<file path="config.mk">
export PLATFORM = sky130hd
export DESIGN_NAME = actc_core
export DESIGN_NICKNAME = d
export VERILOG_FILES = /design/src/logic/actc_core.v
export VERILOG_INCLUDE_DIRS = /design/src /design/src/logic
export SDC_FILE = /design/constraint.sdc
export NUM_CORES = 1
export LEC_CHECK = 0
export ABC_CLOCK_PERIOD_IN_PS = 6950
export BUFFER_PORTS_ARGS = -buffer_cell sky130_fd_sc_hd__buf_4
export CORE_AREA = 2 2 186 133
export CTS_CLUSTER_DIAMETER = 200
export DETAILED_ROUTE_END_ITERATION = 6
export DIE_AREA = 0 0 188 135
export GPL_ROUTABILITY_DRIVEN = 1
export GPL_TIMING_DRIVEN = 0
export PLACE_DENSITY_LB_ADDON = 0.3
export SLEW_MARGIN = 30
export SYNTH_ARGS = -nofsm -noshare
export SYNTH_HDL_FRONTEND = slang
export SYNTH_SLANG_ARGS = --single-unit
</file>
<file path="constraint.sdc">
create_clock -name sys_clk -period 6.95 [get_ports sys_clk]
set_input_delay 0.695 -clock sys_clk [delete_from_list [all_inputs] [get_ports sys_clk]]
set_output_delay 0.695 -clock sys_clk [all_outputs]
set_load 0.05 [all_outputs]
</file>
<file path="src/logic/actc_defines.vh">
// Purpose: constants of the conversion timing control block
// Assumes: 200 MHz system clock, 4.096 MHz nominal converter clock
// Notes: conversion counts are in converter clock periods
`ifndef ACTC_DEFINES_VH
`define ACTC_DEFINES_VH

// -----------------------------------------------------------------
// register byte offsets
// -----------------------------------------------------------------
`define ACTC_OFS_CTRL 5'h00
`define ACTC_OFS_EXC 5'h04
`define ACTC_OFS_CMD 5'h08
`define ACTC_OFS_STATUS 5'h0c
`define ACTC_OFS_COUNT 5'h10

// -----------------------------------------------------------------
// field positions and reset values
// -----------------------------------------------------------------
`define ACTC_CTRL_MODE 1:0
`define ACTC_CTRL_RATE 4:2
`define ACTC_CTRL_CONT 5
`define ACTC_CTRL_REF 7:6
`define ACTC_EXC_LEVEL 2:0
`define ACTC_EXC_RTA 5:3
`define ACTC_EXC_RTB 8:6
`define ACTC_CMD_START 0
`define ACTC_CMD_SLEEP 1
`define ACTC_CMD_RESET 2
`define ACTC_CTRL_RST 8'h00
`define ACTC_EXC_RST 9'h000
`define ACTC_REF_INTERNAL 2'h0
`define ACTC_MODE_NORMAL 2'h0
`define ACTC_MODE_DUTY 2'h1
`define ACTC_MODE_TURBO 2'h2

// -----------------------------------------------------------------
// timing
// -----------------------------------------------------------------
`define ACTC_CLK_NS 5
`define ACTC_OSC_WAKE_NS 50000
`define ACTC_OSC_WAKE_TURBO_NS 25000
`define ACTC_REF_SETTLE_NS 25000
`define ACTC_IDAC_SETTLE_NS 200000
`define ACTC_PHASE_STEP 32'h053e2d62
`define ACTC_START_DLY_NORMAL 20'h000d2
`define ACTC_START_DLY_TURBO 20'h00072
`define ACTC_MOD_DIV_NORMAL 4'hf
`define ACTC_MOD_DIV_TURBO 4'h7
`define ACTC_CN_0 20'd204768
`define ACTC_CN_1 20'd91120
`define ACTC_CN_2 20'd46128
`define ACTC_CN_3 20'd23664
`define ACTC_CN_4 20'd12464
`define ACTC_CN_5 20'd6896
`define ACTC_CN_6 20'd4144
`define ACTC_SN_0 20'd204850
`define ACTC_SN_1 20'd91218
`define ACTC_SN_2 20'd46226
`define ACTC_SN_3 20'd23762
`define ACTC_SN_4 20'd12562
`define ACTC_SN_5 20'd6994
`define ACTC_SN_6 20'd4242
`define ACTC_CD_0 20'd823120
`define ACTC_CD_1 20'd364560
`define ACTC_CD_2 20'd184592
`define ACTC_CD_3 20'd94736
`define ACTC_CD_4 20'd49936
`define ACTC_CD_5 20'd27664
`define ACTC_CD_6 20'd16656
`define ACTC_CT_0 20'd102384
`define ACTC_CT_1 20'd45560
`define ACTC_CT_2 20'd23064
`define ACTC_CT_3 20'd11832
`define ACTC_CT_4 20'd6232
`define ACTC_CT_5 20'd3448
`define ACTC_CT_6 20'd2072
`define ACTC_ST_0 20'd102434
`define ACTC_ST_1 20'd45618
`define ACTC_ST_2 20'd23122
`define ACTC_ST_3 20'd11890
`define ACTC_ST_4 20'd6290
`define ACTC_ST_5 20'd3506
`define ACTC_ST_6 20'd2130

`endif

</file>
<file path="src/logic/actc_core.v">
// Purpose: conversion timing, clock source, reference and excitation control
// Assumes: commands from a serial decoder on sys_clk, or from the cmd register
// Notes: conversion periods count converter clock ticks, not sys_clk cycles
//
// The Avalon-MM register port and the placing of the registers were decided locally.
`timescale 1ns/1ps
`include "actc_defines.vh"

module actc_core
#(
	parameter OSC_WAKE_CYC = `ACTC_OSC_WAKE_NS / `ACTC_CLK_NS,
	parameter OSC_WAKE_TURBO_CYC = `ACTC_OSC_WAKE_TURBO_NS / `ACTC_CLK_NS,
	parameter REF_SETTLE_CYC = `ACTC_REF_SETTLE_NS / `ACTC_CLK_NS,
	parameter IDAC_SETTLE_CYC = `ACTC_IDAC_SETTLE_NS / `ACTC_CLK_NS
)
(
	// clock, reset, enable
	input wire sys_clk,
	input wire reset,
	input wire clk_en,
	// avalon-mm slave
	input wire [4:0] avs_address,
	input wire avs_read,
	input wire avs_write,
	input wire [31:0] avs_writedata,
	input wire [3:0] avs_byteenable,
	output reg [31:0] avs_readdata,
	output wire avs_waitrequest,
	// command strobes from the serial decoder
	input wire start_first_edge,
	input wire start_last_edge,
	input wire sleep_cmd,
	input wire reset_cmd,
	// clock pin
	input wire ext_clk_pin,
	// analog control outputs
	output reg conversion_done_n,
	output reg osc_enable,
	output reg use_ext_clk,
	output reg modulator_tick,
	output reg [1:0] ref_select,
	output reg ref_ready,
	output reg [2:0] excitation_current_level,
	output reg [2:0] excitation_route_a,
	output reg [2:0] excitation_route_b,
	output reg idac_bias_en,
	output reg idac_ready
);

	// -----------------------------------------------------------------
	// states
	// -----------------------------------------------------------------
	localparam ST_IDLE = 4'b0001;
	localparam ST_WAKE = 4'b0010;
	localparam ST_DELAY = 4'b0100;
	localparam ST_CONV = 4'b1000;

	// -----------------------------------------------------------------
	// period tables
	// -----------------------------------------------------------------
	function [19:0] cont_period;
		input [1:0] mode;
		input [2:0] rate;
		begin
			case ({(mode == 2'h3) ? `ACTC_MODE_NORMAL : mode, rate}) // code 3 acts as normal
				5'h00: cont_period = `ACTC_CN_0;
				5'h01: cont_period = `ACTC_CN_1;
				5'h02: cont_period = `ACTC_CN_2;
				5'h03: cont_period = `ACTC_CN_3;
				5'h04: cont_period = `ACTC_CN_4;
				5'h05: cont_period = `ACTC_CN_5;
				5'h08: cont_period = `ACTC_CD_0;
				5'h09: cont_period = `ACTC_CD_1;
				5'h0a: cont_period = `ACTC_CD_2;
				5'h0b: cont_period = `ACTC_CD_3;
				5'h0c: cont_period = `ACTC_CD_4;
				5'h0d: cont_period = `ACTC_CD_5;
				5'h0e, 5'h0f: cont_period = `ACTC_CD_6;
				5'h10: cont_period = `ACTC_CT_0;
				5'h11: cont_period = `ACTC_CT_1;
				5'h12: cont_period = `ACTC_CT_2;
				5'h13: cont_period = `ACTC_CT_3;
				5'h14: cont_period = `ACTC_CT_4;
				5'h15: cont_period = `ACTC_CT_5;
				5'h16, 5'h17: cont_period = `ACTC_CT_6;
				default: cont_period = `ACTC_CN_6;
			endcase
		end
	endfunction

	// duty mode falls through to the normal column
	function [19:0] single_period;
		input [1:0] mode;
		input [2:0] rate;
		begin
			case ({mode == `ACTC_MODE_TURBO, rate})
				4'h0: single_period = `ACTC_SN_0;
				4'h1: single_period = `ACTC_SN_1;
				4'h2: single_period = `ACTC_SN_2;
				4'h3: single_period = `ACTC_SN_3;
				4'h4: single_period = `ACTC_SN_4;
				4'h5: single_period = `ACTC_SN_5;
				4'h8: single_period = `ACTC_ST_0;
				4'h9: single_period = `ACTC_ST_1;
				4'ha: single_period = `ACTC_ST_2;
				4'hb: single_period = `ACTC_ST_3;
				4'hc: single_period = `ACTC_ST_4;
				4'hd: single_period = `ACTC_ST_5;
				4'he, 4'hf: single_period = `ACTC_ST_6;
				default: single_period = `ACTC_SN_6;
			endcase
		end
	endfunction

	// byte-lane merge for register writes
	function [31:0] be_merge;
		input [31:0] old;
		input [31:0] wd;
		input [3:0] be;
		integer i;
		begin
			be_merge = old;
			for (i = 0; i < 4; i = i + 1)
				if (be[i])
					be_merge[i*8 +: 8] = wd[i*8 +: 8];
		end
	endfunction

	// -----------------------------------------------------------------
	// declarations
	// -----------------------------------------------------------------
	reg [7:0] ctrl;
	reg [8:0] exc;
	reg ack;
	reg pin_s1, pin_s2, pin_s3;
	reg [1:0] edge_cnt;
	reg [31:0] phase;
	reg tick;
	reg osc_ready;
	reg [13:0] osc_cnt;
	reg [12:0] ref_cnt;
	reg [15:0] idac_cnt;
	reg asleep;
	reg [3:0] state;
	reg [19:0] conv_cnt;
	reg [3:0] mod_cnt;
	reg [15:0] done_count;
	wire [1:0] mode = ctrl[`ACTC_CTRL_MODE];
	wire [2:0] rate = ctrl[`ACTC_CTRL_RATE];
	wire cont = ctrl[`ACTC_CTRL_CONT];
	wire turbo = (mode == `ACTC_MODE_TURBO);
	wire wr_go = avs_write & ~ack & clk_en;
	// merged words are cut back to the register width on purpose
	wire [31:0] next_ctrl_word = be_merge({24'h000000, ctrl}, avs_writedata, avs_byteenable);
	wire [31:0] next_exc_word = be_merge({23'h000000, exc}, avs_writedata, avs_byteenable);
	wire rd_go = avs_read & ~ack & clk_en;
	wire wr_cmd = wr_go & (avs_address == `ACTC_OFS_CMD) & avs_byteenable[0];
	wire go_begin = start_first_edge | (wr_cmd & avs_writedata[`ACTC_CMD_START]);
	wire go_end = start_last_edge | (wr_cmd & avs_writedata[`ACTC_CMD_START]);
	wire go_sleep = sleep_cmd | (wr_cmd & avs_writedata[`ACTC_CMD_SLEEP]);
	wire go_reset = reset_cmd | (wr_cmd & avs_writedata[`ACTC_CMD_RESET]);
	wire clk_ok = use_ext_clk | osc_ready;
	wire [13:0] wake_len = turbo ? OSC_WAKE_TURBO_CYC[13:0] : OSC_WAKE_CYC[13:0];
	wire rd_status = rd_go & (avs_address == `ACTC_OFS_STATUS);
	wire [31:0] status_word = {24'h000000, ~asleep, idac_bias_en, idac_ready,
		ref_ready, use_ext_clk, osc_ready, ~state[0], ~conversion_done_n};

	// -----------------------------------------------------------------
	// avalon slave: one wait state on every access
	// -----------------------------------------------------------------
	assign avs_waitrequest = (avs_read | avs_write) & ~ack;

	// ack and read data register
	always @(posedge sys_clk)
	begin
		if (reset)
		begin
			ack <= 1'b0;
			avs_readdata <= 32'h00000000;
		end
		else if (clk_en)
		begin
			ack <= (avs_read | avs_write) & ~ack;
			if (rd_go)
			begin
				case (avs_address)
					`ACTC_OFS_CTRL: avs_readdata <= {24'h000000, ctrl};
					`ACTC_OFS_EXC: avs_readdata <= {23'h000000, exc};
					`ACTC_OFS_STATUS: avs_readdata <= status_word;
					`ACTC_OFS_COUNT: avs_readdata <= {16'h0000, done_count};
					default: avs_readdata <= 32'h00000000; // unmapped reads zero
				endcase
			end
		end
	end

	// configuration registers; reset command restores defaults too
	always @(posedge sys_clk)
	begin
		if (reset)
		begin
			ctrl <= `ACTC_CTRL_RST;
			exc <= `ACTC_EXC_RST;
		end
		else if (clk_en)
		begin
			if (go_reset)
			begin
				ctrl <= `ACTC_CTRL_RST;
				exc <= `ACTC_EXC_RST;
			end
			else if (wr_go && avs_address == `ACTC_OFS_CTRL)
				ctrl <= next_ctrl_word[7:0];
			else if (wr_go && avs_address == `ACTC_OFS_EXC)
				exc <= next_exc_word[8:0];
		end
	end

	// -----------------------------------------------------------------
	// clock source: synchroniser, edge count, tick generator
	// -----------------------------------------------------------------
	// pin_s1 feeds only pin_s2; edges are taken from s2 and s3
	always @(posedge sys_clk)
	begin
		if (reset)
		begin
			pin_s1 <= 1'b0;
			pin_s2 <= 1'b0;
			pin_s3 <= 1'b0;
			edge_cnt <= 2'h0;
			use_ext_clk <= 1'b0;
		end
		else if (clk_en)
		begin
			pin_s1 <= ext_clk_pin;
			pin_s2 <= pin_s1;
			pin_s3 <= pin_s2;
			if (go_reset)
			begin
				edge_cnt <= 2'h0;
				use_ext_clk <= 1'b0;
			end
			else if (pin_s2 & ~pin_s3 & ~use_ext_clk)
			begin
				edge_cnt <= edge_cnt + 2'h1;
				if (edge_cnt == 2'h1)
					use_ext_clk <= 1'b1;
			end
		end
	end

	// one tick per converter clock period; rates follow the source
	always @(posedge sys_clk)
	begin
		if (reset)
		begin
			phase <= 32'h00000000;
			tick <= 1'b0;
		end
		else if (clk_en)
		begin
			if (use_ext_clk)
				tick <= pin_s2 & ~pin_s3;
			else if (osc_ready)
			begin
				{tick, phase} <= {1'b0, phase} + {1'b0, `ACTC_PHASE_STEP};
			end
			else
				tick <= 1'b0;
		end
	end

	// oscillator power and wake-up timer
	always @(posedge sys_clk)
	begin
		if (reset)
		begin
			osc_enable <= 1'b0;
			osc_ready <= 1'b0;
			osc_cnt <= 14'h0000;
		end
		else if (clk_en)
		begin
			if (use_ext_clk || go_sleep || go_reset)
			begin
				osc_enable <= 1'b0;
				osc_ready <= 1'b0;
				osc_cnt <= 14'h0000;
			end
			else if (go_begin && !osc_enable)
			begin
				osc_enable <= 1'b1;
				osc_cnt <= wake_len;
			end
			else if (osc_enable && !osc_ready)
			begin
				if (osc_cnt <= 14'h0001)
					osc_ready <= 1'b1;
				osc_cnt <= osc_cnt - 14'h0001;
			end
			else if (state[0] && !cont && osc_ready && !go_begin)
			begin
				// oscillator idles between single-shot conversions
				osc_enable <= 1'b0;
				osc_ready <= 1'b0;
			end
		end
	end

	// -----------------------------------------------------------------
	// reference and excitation sources
	// -----------------------------------------------------------------
	always @(posedge sys_clk)
	begin
		if (reset)
		begin
			ref_select <= `ACTC_REF_INTERNAL;
			ref_ready <= 1'b0;
			ref_cnt <= REF_SETTLE_CYC[12:0];
			asleep <= 1'b0;
		end
		else if (clk_en)
		begin
			ref_select <= ctrl[`ACTC_CTRL_REF];
			if (go_sleep)
				asleep <= 1'b1;
			else if (go_begin || go_reset)
				asleep <= 1'b0;
			// restart settling on wake or on a switch back to internal
			if (go_sleep || (asleep && go_begin) || go_reset ||
				(ctrl[`ACTC_CTRL_REF] == `ACTC_REF_INTERNAL &&
				ref_select != `ACTC_REF_INTERNAL))
			begin
				ref_ready <= 1'b0;
				ref_cnt <= REF_SETTLE_CYC[12:0];
			end
			else if (!asleep && !ref_ready)
			begin
				if (ref_cnt <= 13'h0001)
					ref_ready <= 1'b1;
				ref_cnt <= ref_cnt - 13'h0001;
			end
		end
	end

	// sources power down on sleep, keep running between single shots
	always @(posedge sys_clk)
	begin
		if (reset)
		begin
			excitation_current_level <= 3'h0;
			excitation_route_a <= 3'h0;
			excitation_route_b <= 3'h0;
			idac_bias_en <= 1'b0;
			idac_ready <= 1'b0;
			idac_cnt <= 16'h0000;
		end
		else if (clk_en)
		begin
			excitation_current_level <= asleep ? 3'h0 : exc[`ACTC_EXC_LEVEL];
			excitation_route_a <= exc[`ACTC_EXC_RTA];
			excitation_route_b <= exc[`ACTC_EXC_RTB];
			idac_bias_en <= ~asleep & (exc[`ACTC_EXC_LEVEL] != 3'h0);
			if (asleep || exc[`ACTC_EXC_LEVEL] == 3'h0 ||
				exc[`ACTC_EXC_LEVEL] != excitation_current_level)
			begin
				idac_ready <= 1'b0;
				idac_cnt <= IDAC_SETTLE_CYC[15:0];
			end
			else if (!idac_ready)
			begin
				if (idac_cnt <= 16'h0001)
					idac_ready <= 1'b1;
				idac_cnt <= idac_cnt - 16'h0001;
			end
		end
	end

	// -----------------------------------------------------------------
	// conversion sequencer
	// -----------------------------------------------------------------
	always @(posedge sys_clk)
	begin
		if (reset)
		begin
			state <= ST_IDLE;
			conv_cnt <= 20'h00000;
			conversion_done_n <= 1'b1;
			done_count <= 16'h0000;
		end
		else if (clk_en)
		begin
			if (rd_status)
				conversion_done_n <= 1'b1; // result taken
			if (go_sleep || go_reset)
				state <= ST_IDLE;
			else if (go_end)
			begin
				conversion_done_n <= 1'b1;
				state <= ST_WAKE;
			end
			else
			begin
				case (state)
					ST_IDLE: state <= ST_IDLE;
					ST_WAKE:
					begin
						if (clk_ok)
						begin
							if (cont)
							begin
								conv_cnt <= turbo ? `ACTC_START_DLY_TURBO :
									`ACTC_START_DLY_NORMAL;
								state <= ST_DELAY;
							end
							else
							begin
								conv_cnt <= single_period(mode, rate);
								state <= ST_CONV;
							end
						end
					end
					ST_DELAY:
					begin
						if (tick)
						begin
							if (conv_cnt == 20'h00001)
							begin
								conv_cnt <= cont_period(mode, rate);
								state <= ST_CONV;
							end
							else
								conv_cnt <= conv_cnt - 20'h00001;
						end
					end
					ST_CONV:
					begin
						if (tick)
						begin
							if (conv_cnt == 20'h00002 && cont)
								conversion_done_n <= 1'b1; // rise so the next fall is seen
							if (conv_cnt == 20'h00001)
							begin
								conversion_done_n <= 1'b0;
								done_count <= done_count + 16'h0001;
								if (cont)
									conv_cnt <= cont_period(mode, rate);
								else
									state <= ST_IDLE;
							end
							else
								conv_cnt <= conv_cnt - 20'h00001;
						end
					end
					default: state <= ST_IDLE;
				endcase
			end
		end
	end

	// modulator tick: converter clock divided by 16, or 8 in turbo
	always @(posedge sys_clk)
	begin
		if (reset)
		begin
			mod_cnt <= 4'h0;
			modulator_tick <= 1'b0;
		end
		else if (clk_en)
		begin
			modulator_tick <= 1'b0;
			if (!state[3] && !state[2])
				mod_cnt <= 4'h0;
			else if (tick)
			begin
				if (mod_cnt >= (turbo ? `ACTC_MOD_DIV_TURBO : `ACTC_MOD_DIV_NORMAL))
				begin
					mod_cnt <= 4'h0;
					modulator_tick <= 1'b1;
				end
				else
					mod_cnt <= mod_cnt + 4'h1;
			end
		end
	end

endmodule // actc_core

</file>
==> flow_summary.ini <==
[power_and_ir_drop]
p_leak_nw = 4.38
p_clk_share_pct = 45.4
p_comb_share_pct = 9.3
p_switching_uw = 630
p_seq_share_pct = 45.2
power_density_mw_per_mm2 = 201
internal_power_mw = 1.69
ir_drop_v = 0.000164
switching_share_pct = 27.1

[floorplanning]
row_count = 47
die-area_mm2 = 0.0254
dieHeight_um = 135
core_region_area_mm2 = 0.0235
ioPinCount = 102
initial_core_util_pct = 42.6
die_w_um = 188

[synthesis]
ys.flop_type = dfxtp_1
netlist_instances = 1238
yosysTopAreaCellShare_pct = 35.6
synth-seq-area-share_pct = 35.6
yosysUniqueCellTypes = 91
yosys.area_share.adder_pct = 2.48
syn_area_per_cell_um2 = 8.08
synth_top_family_by_area = simple AND/OR/NAND/NOR gates
synth_compound_area_share_pct = 20.5
syn_area_mm2 = 0.0100
ys_seq_elements = 178
muxShareOfSynthArea_pct = 3.09
synth_area_leader_cell = dfxtp_1
synth-simple-area-share_pct = 25.9
synthXorXnorAreaFrac_pct = 7.18
async_flop_share_pct = 0
netlist_top_cells_area = dfxtp_1, nor2_1, a21oi_1
synth_edf_count = 0
yosysWarnings = 0

[clocking]
cts_buffers = 17
h-tree-depth = 4
root_buffer = clkbuf_16
cts_tree = done
clk_pin_slew_ns = 0.07
clock-sinks = 178
clkLatencyLatePin_ns = 0.44
cts_resized = 0
clockBufferDepth = 2
cts_hold_buf = 0
postCtsSetupBuffers = 0

[global_routing]
grt.total_usage_pct = 23.2
grt_max_degree = 19
grt_pass1_wl_um = 46800
antenna_found_initial = 0
overflow = 0
grt_pass1_vias = 8490

[worst_setup_path]
required_ns = 7.32
slowest_delay_ns = 0.42
crit_cells = 10
reg2reg_to = mod_cnt[3]
crit_path_end_kind = flop
reg2reg_slack_ns = 3.75
reg2reg_from = ctrl[0]
worst_r2r_path_depth = 10
crit_buf_inv = 4
crit_family = buffers and inverters
cp_cell_sequence = clkbuf_1 -> nand2b_1 -> clkbuf_1 -> clkinv_1 -> clkbuf_1 -> ha_1 -> a31oi_1 -> nand4b_1 -> or3_1 -> a21oi_1
crit_slowest_cell = or3_1
crit_fanout = 10
arrival_ns = 3.57
cp_common_cell = clkbuf_1
startpoint_type = flop
worstSetupPathType = reg2reg

[routing]
first_iter_violations = 1034
drc = 3
wirelength_um = 29500
vias_per_cell = 5.70
detail_route.first_pass.iterations = 7
via_count = 9475
ant_nets = 0
wl_per_cell_um = 17.7

[sta]
grt_setup_unrepaired = no
tightest_slew_ns = 0.868
final_hold_viol_count = 0
fin_worst_skew_ns = 0.0117
slew_headroom_pct = 42.2
fmax_mhz = 312
tns_ns = 0
finalCriticalPeriod_ns = 3.20
fin_crit_sh_pct = 46.1
drv_slew = 0
finalSetupViolations = 0

[min_path]
hold_end = avs_readdata[13]
hold_path_depth = 2
hp-class = reg2reg
min_from = avs_readdata[13]

[placed_design]
port_buffers = 59
gp_congestion = 0.955
hpwlAfterDp_um = 21500
dp.cells = 1630

[final_layout]
antennaDiodeCount = 0
layout-drive-gt1-share_pct = 12.2
nets = 1401
num-fill-cells = 2292
area_delta_synth_final_pct = 15.5
fin_cells = 1662

[job]
maxCapViolCount = 0

[status]
outcome = complete, but fails checks
violations = design-rule violations
cell usage after synthesis, types with 7 or more instances:
cell type,count
nor3_1,40
nor2_1,185
nand4b_1,8
nand2b_1,14
inv_1,26
buf_2,11
a211oi_1,14
nand4_1,20
a21oi_1,112
o31ai_1,10
nand3b_1,7
a31oi_1,9
or3_1,13
nand3_1,38
dfxtp_1,178
o21ai_0,46
a22o_1,8
nor3b_1,7
a311oi_1,8
and3_1,18
o211ai_1,8
ha_1,19
a21o_1,8
nand2_1,86
clkbuf_1,54
a22oi_1,19
mux2i_1,23
xnor2_1,27
and2_1,11
buf_4,19
nor4_1,14
xor2_1,55
nor2b_1,12
worst max path at each step:
stage,from,endpoint
finish,ctrl[0],mod_cnt[3]
global route,ctrl[0],mod_cnt[3]
CTS,ctrl[0],mod_cnt[3]
detailed placement,clk_en,avs_readdata[1]
global placement,clk_en,asleep
floorplan,ctrl[0],mod_cnt[3]
sequential cells by signal (all words and copies together), names as in the netlist, 4 cells and up:
name,count
ref_cnt,13
state,4
conv_cnt,20
osc_cnt,14
idac_cnt,16
avs_readdata,16
done_count,16
phase,31
exc,9
ctrl,8
mod_cnt,4
kinds of logic after synthesis:
group | after synthesis
AND/OR/NAND/NOR | 506
AO/OA/AOI/OAI | 308
flip-flops | 178
buffers and inverters | 114
XOR/XNOR | 82
multiplexers | 29
adder cells (fa/ha/maj) | 20
other | 1
worst register-to-register path, cell delays in order, from the launching register on:
cell and delay, ns:
dfxtp_1 0.31, clkbuf_1 0.28, nand2b_1 0.15, clkbuf_1 0.33, clkinv_1 0.35, clkbuf_1 0.36, ha_1 0.36, a31oi_1 0.21
nand4b_1 0.22, or3_1 0.42, a21oi_1 0.13
metrics by stage:
| step | hold WS, ns | area (um^2) | power [mW] | setup slack, ns | util (%) |
|---|---|---|---|---|---|
| 2_1_floorplan | 0.451 | 10100 | 1.22 | 4.45 | - |
| 3_3_place_gp | 0.444 | 10900 | 1.28 | 3.86 | 46.4 |
| 3_5_place_dp | 0.444 | 10900 | 1.29 | 3.86 | 46.4 |
| 4_1_cts | 0.459 | 11500 | 2.33 | 3.85 | 49.2 |
| 5_1_grt | 0.470 | 11500 | 2.40 | 3.53 | 49.2 |
| 6_report | 0.457 | 11500 | 2.32 | 3.75 | 49.2 |
metal layers:
metal | wire (um) | vias up | GRT usage (%)
li1 | - | 4627 | -
met1 | 14600 | 4481 | 35.3
met2 | 12200 | 343 | 33.0
met3 | 2340 | 24 | 5.46
met4 | 306 | 0 | 4.42
met5 | 0 | - | 0
final cells by class:
cell class	instances	area, um^2	share of cell area [%]
multi-input cells	961	5980	51.8
well taps	318	398	3.45
clock buffers	17	425	3.68
inverters	27	101	0.878
repair buffers	59	443	3.84
plain buffers	87	419	3.63
flip-flops and latches	178	3560	30.9
clock inverters	15	218	1.89
cell usage in the layout (no fill, tap or decap), drive strengths merged, types with 18 or more instances in the layout:
master,synthesis,routed
mux2i,23,23
nand2,86,86
buf,33,92
and3,18,18
dfxtp,178,178
nor2,185,185
inv,26,33
o21ai,50,50
ha,19,19
nand4,21,21
xor2,55,55
nor4,18,18
nor3,43,43
clkbuf,54,71
a21oi,112,112
a22oi,19,19
nand3,39,39
xnor2,27,27
power groups by stage:
stage | registers (mW) | clock network (mW) | logic [mW]
2_1_floorplan | 1.07 | 0 | 0.151
3_3_place_gp | 1.07 | 0 | 0.210
3_5_place_dp | 1.07 | 0 | 0.211
4_1_cts | 1.05 | 1.07 | 0.213
5_1_grt | 1.05 | 1.12 | 0.234
6_report | 1.05 | 1.06 | 0.217
(Power assumes the default switching activity.)
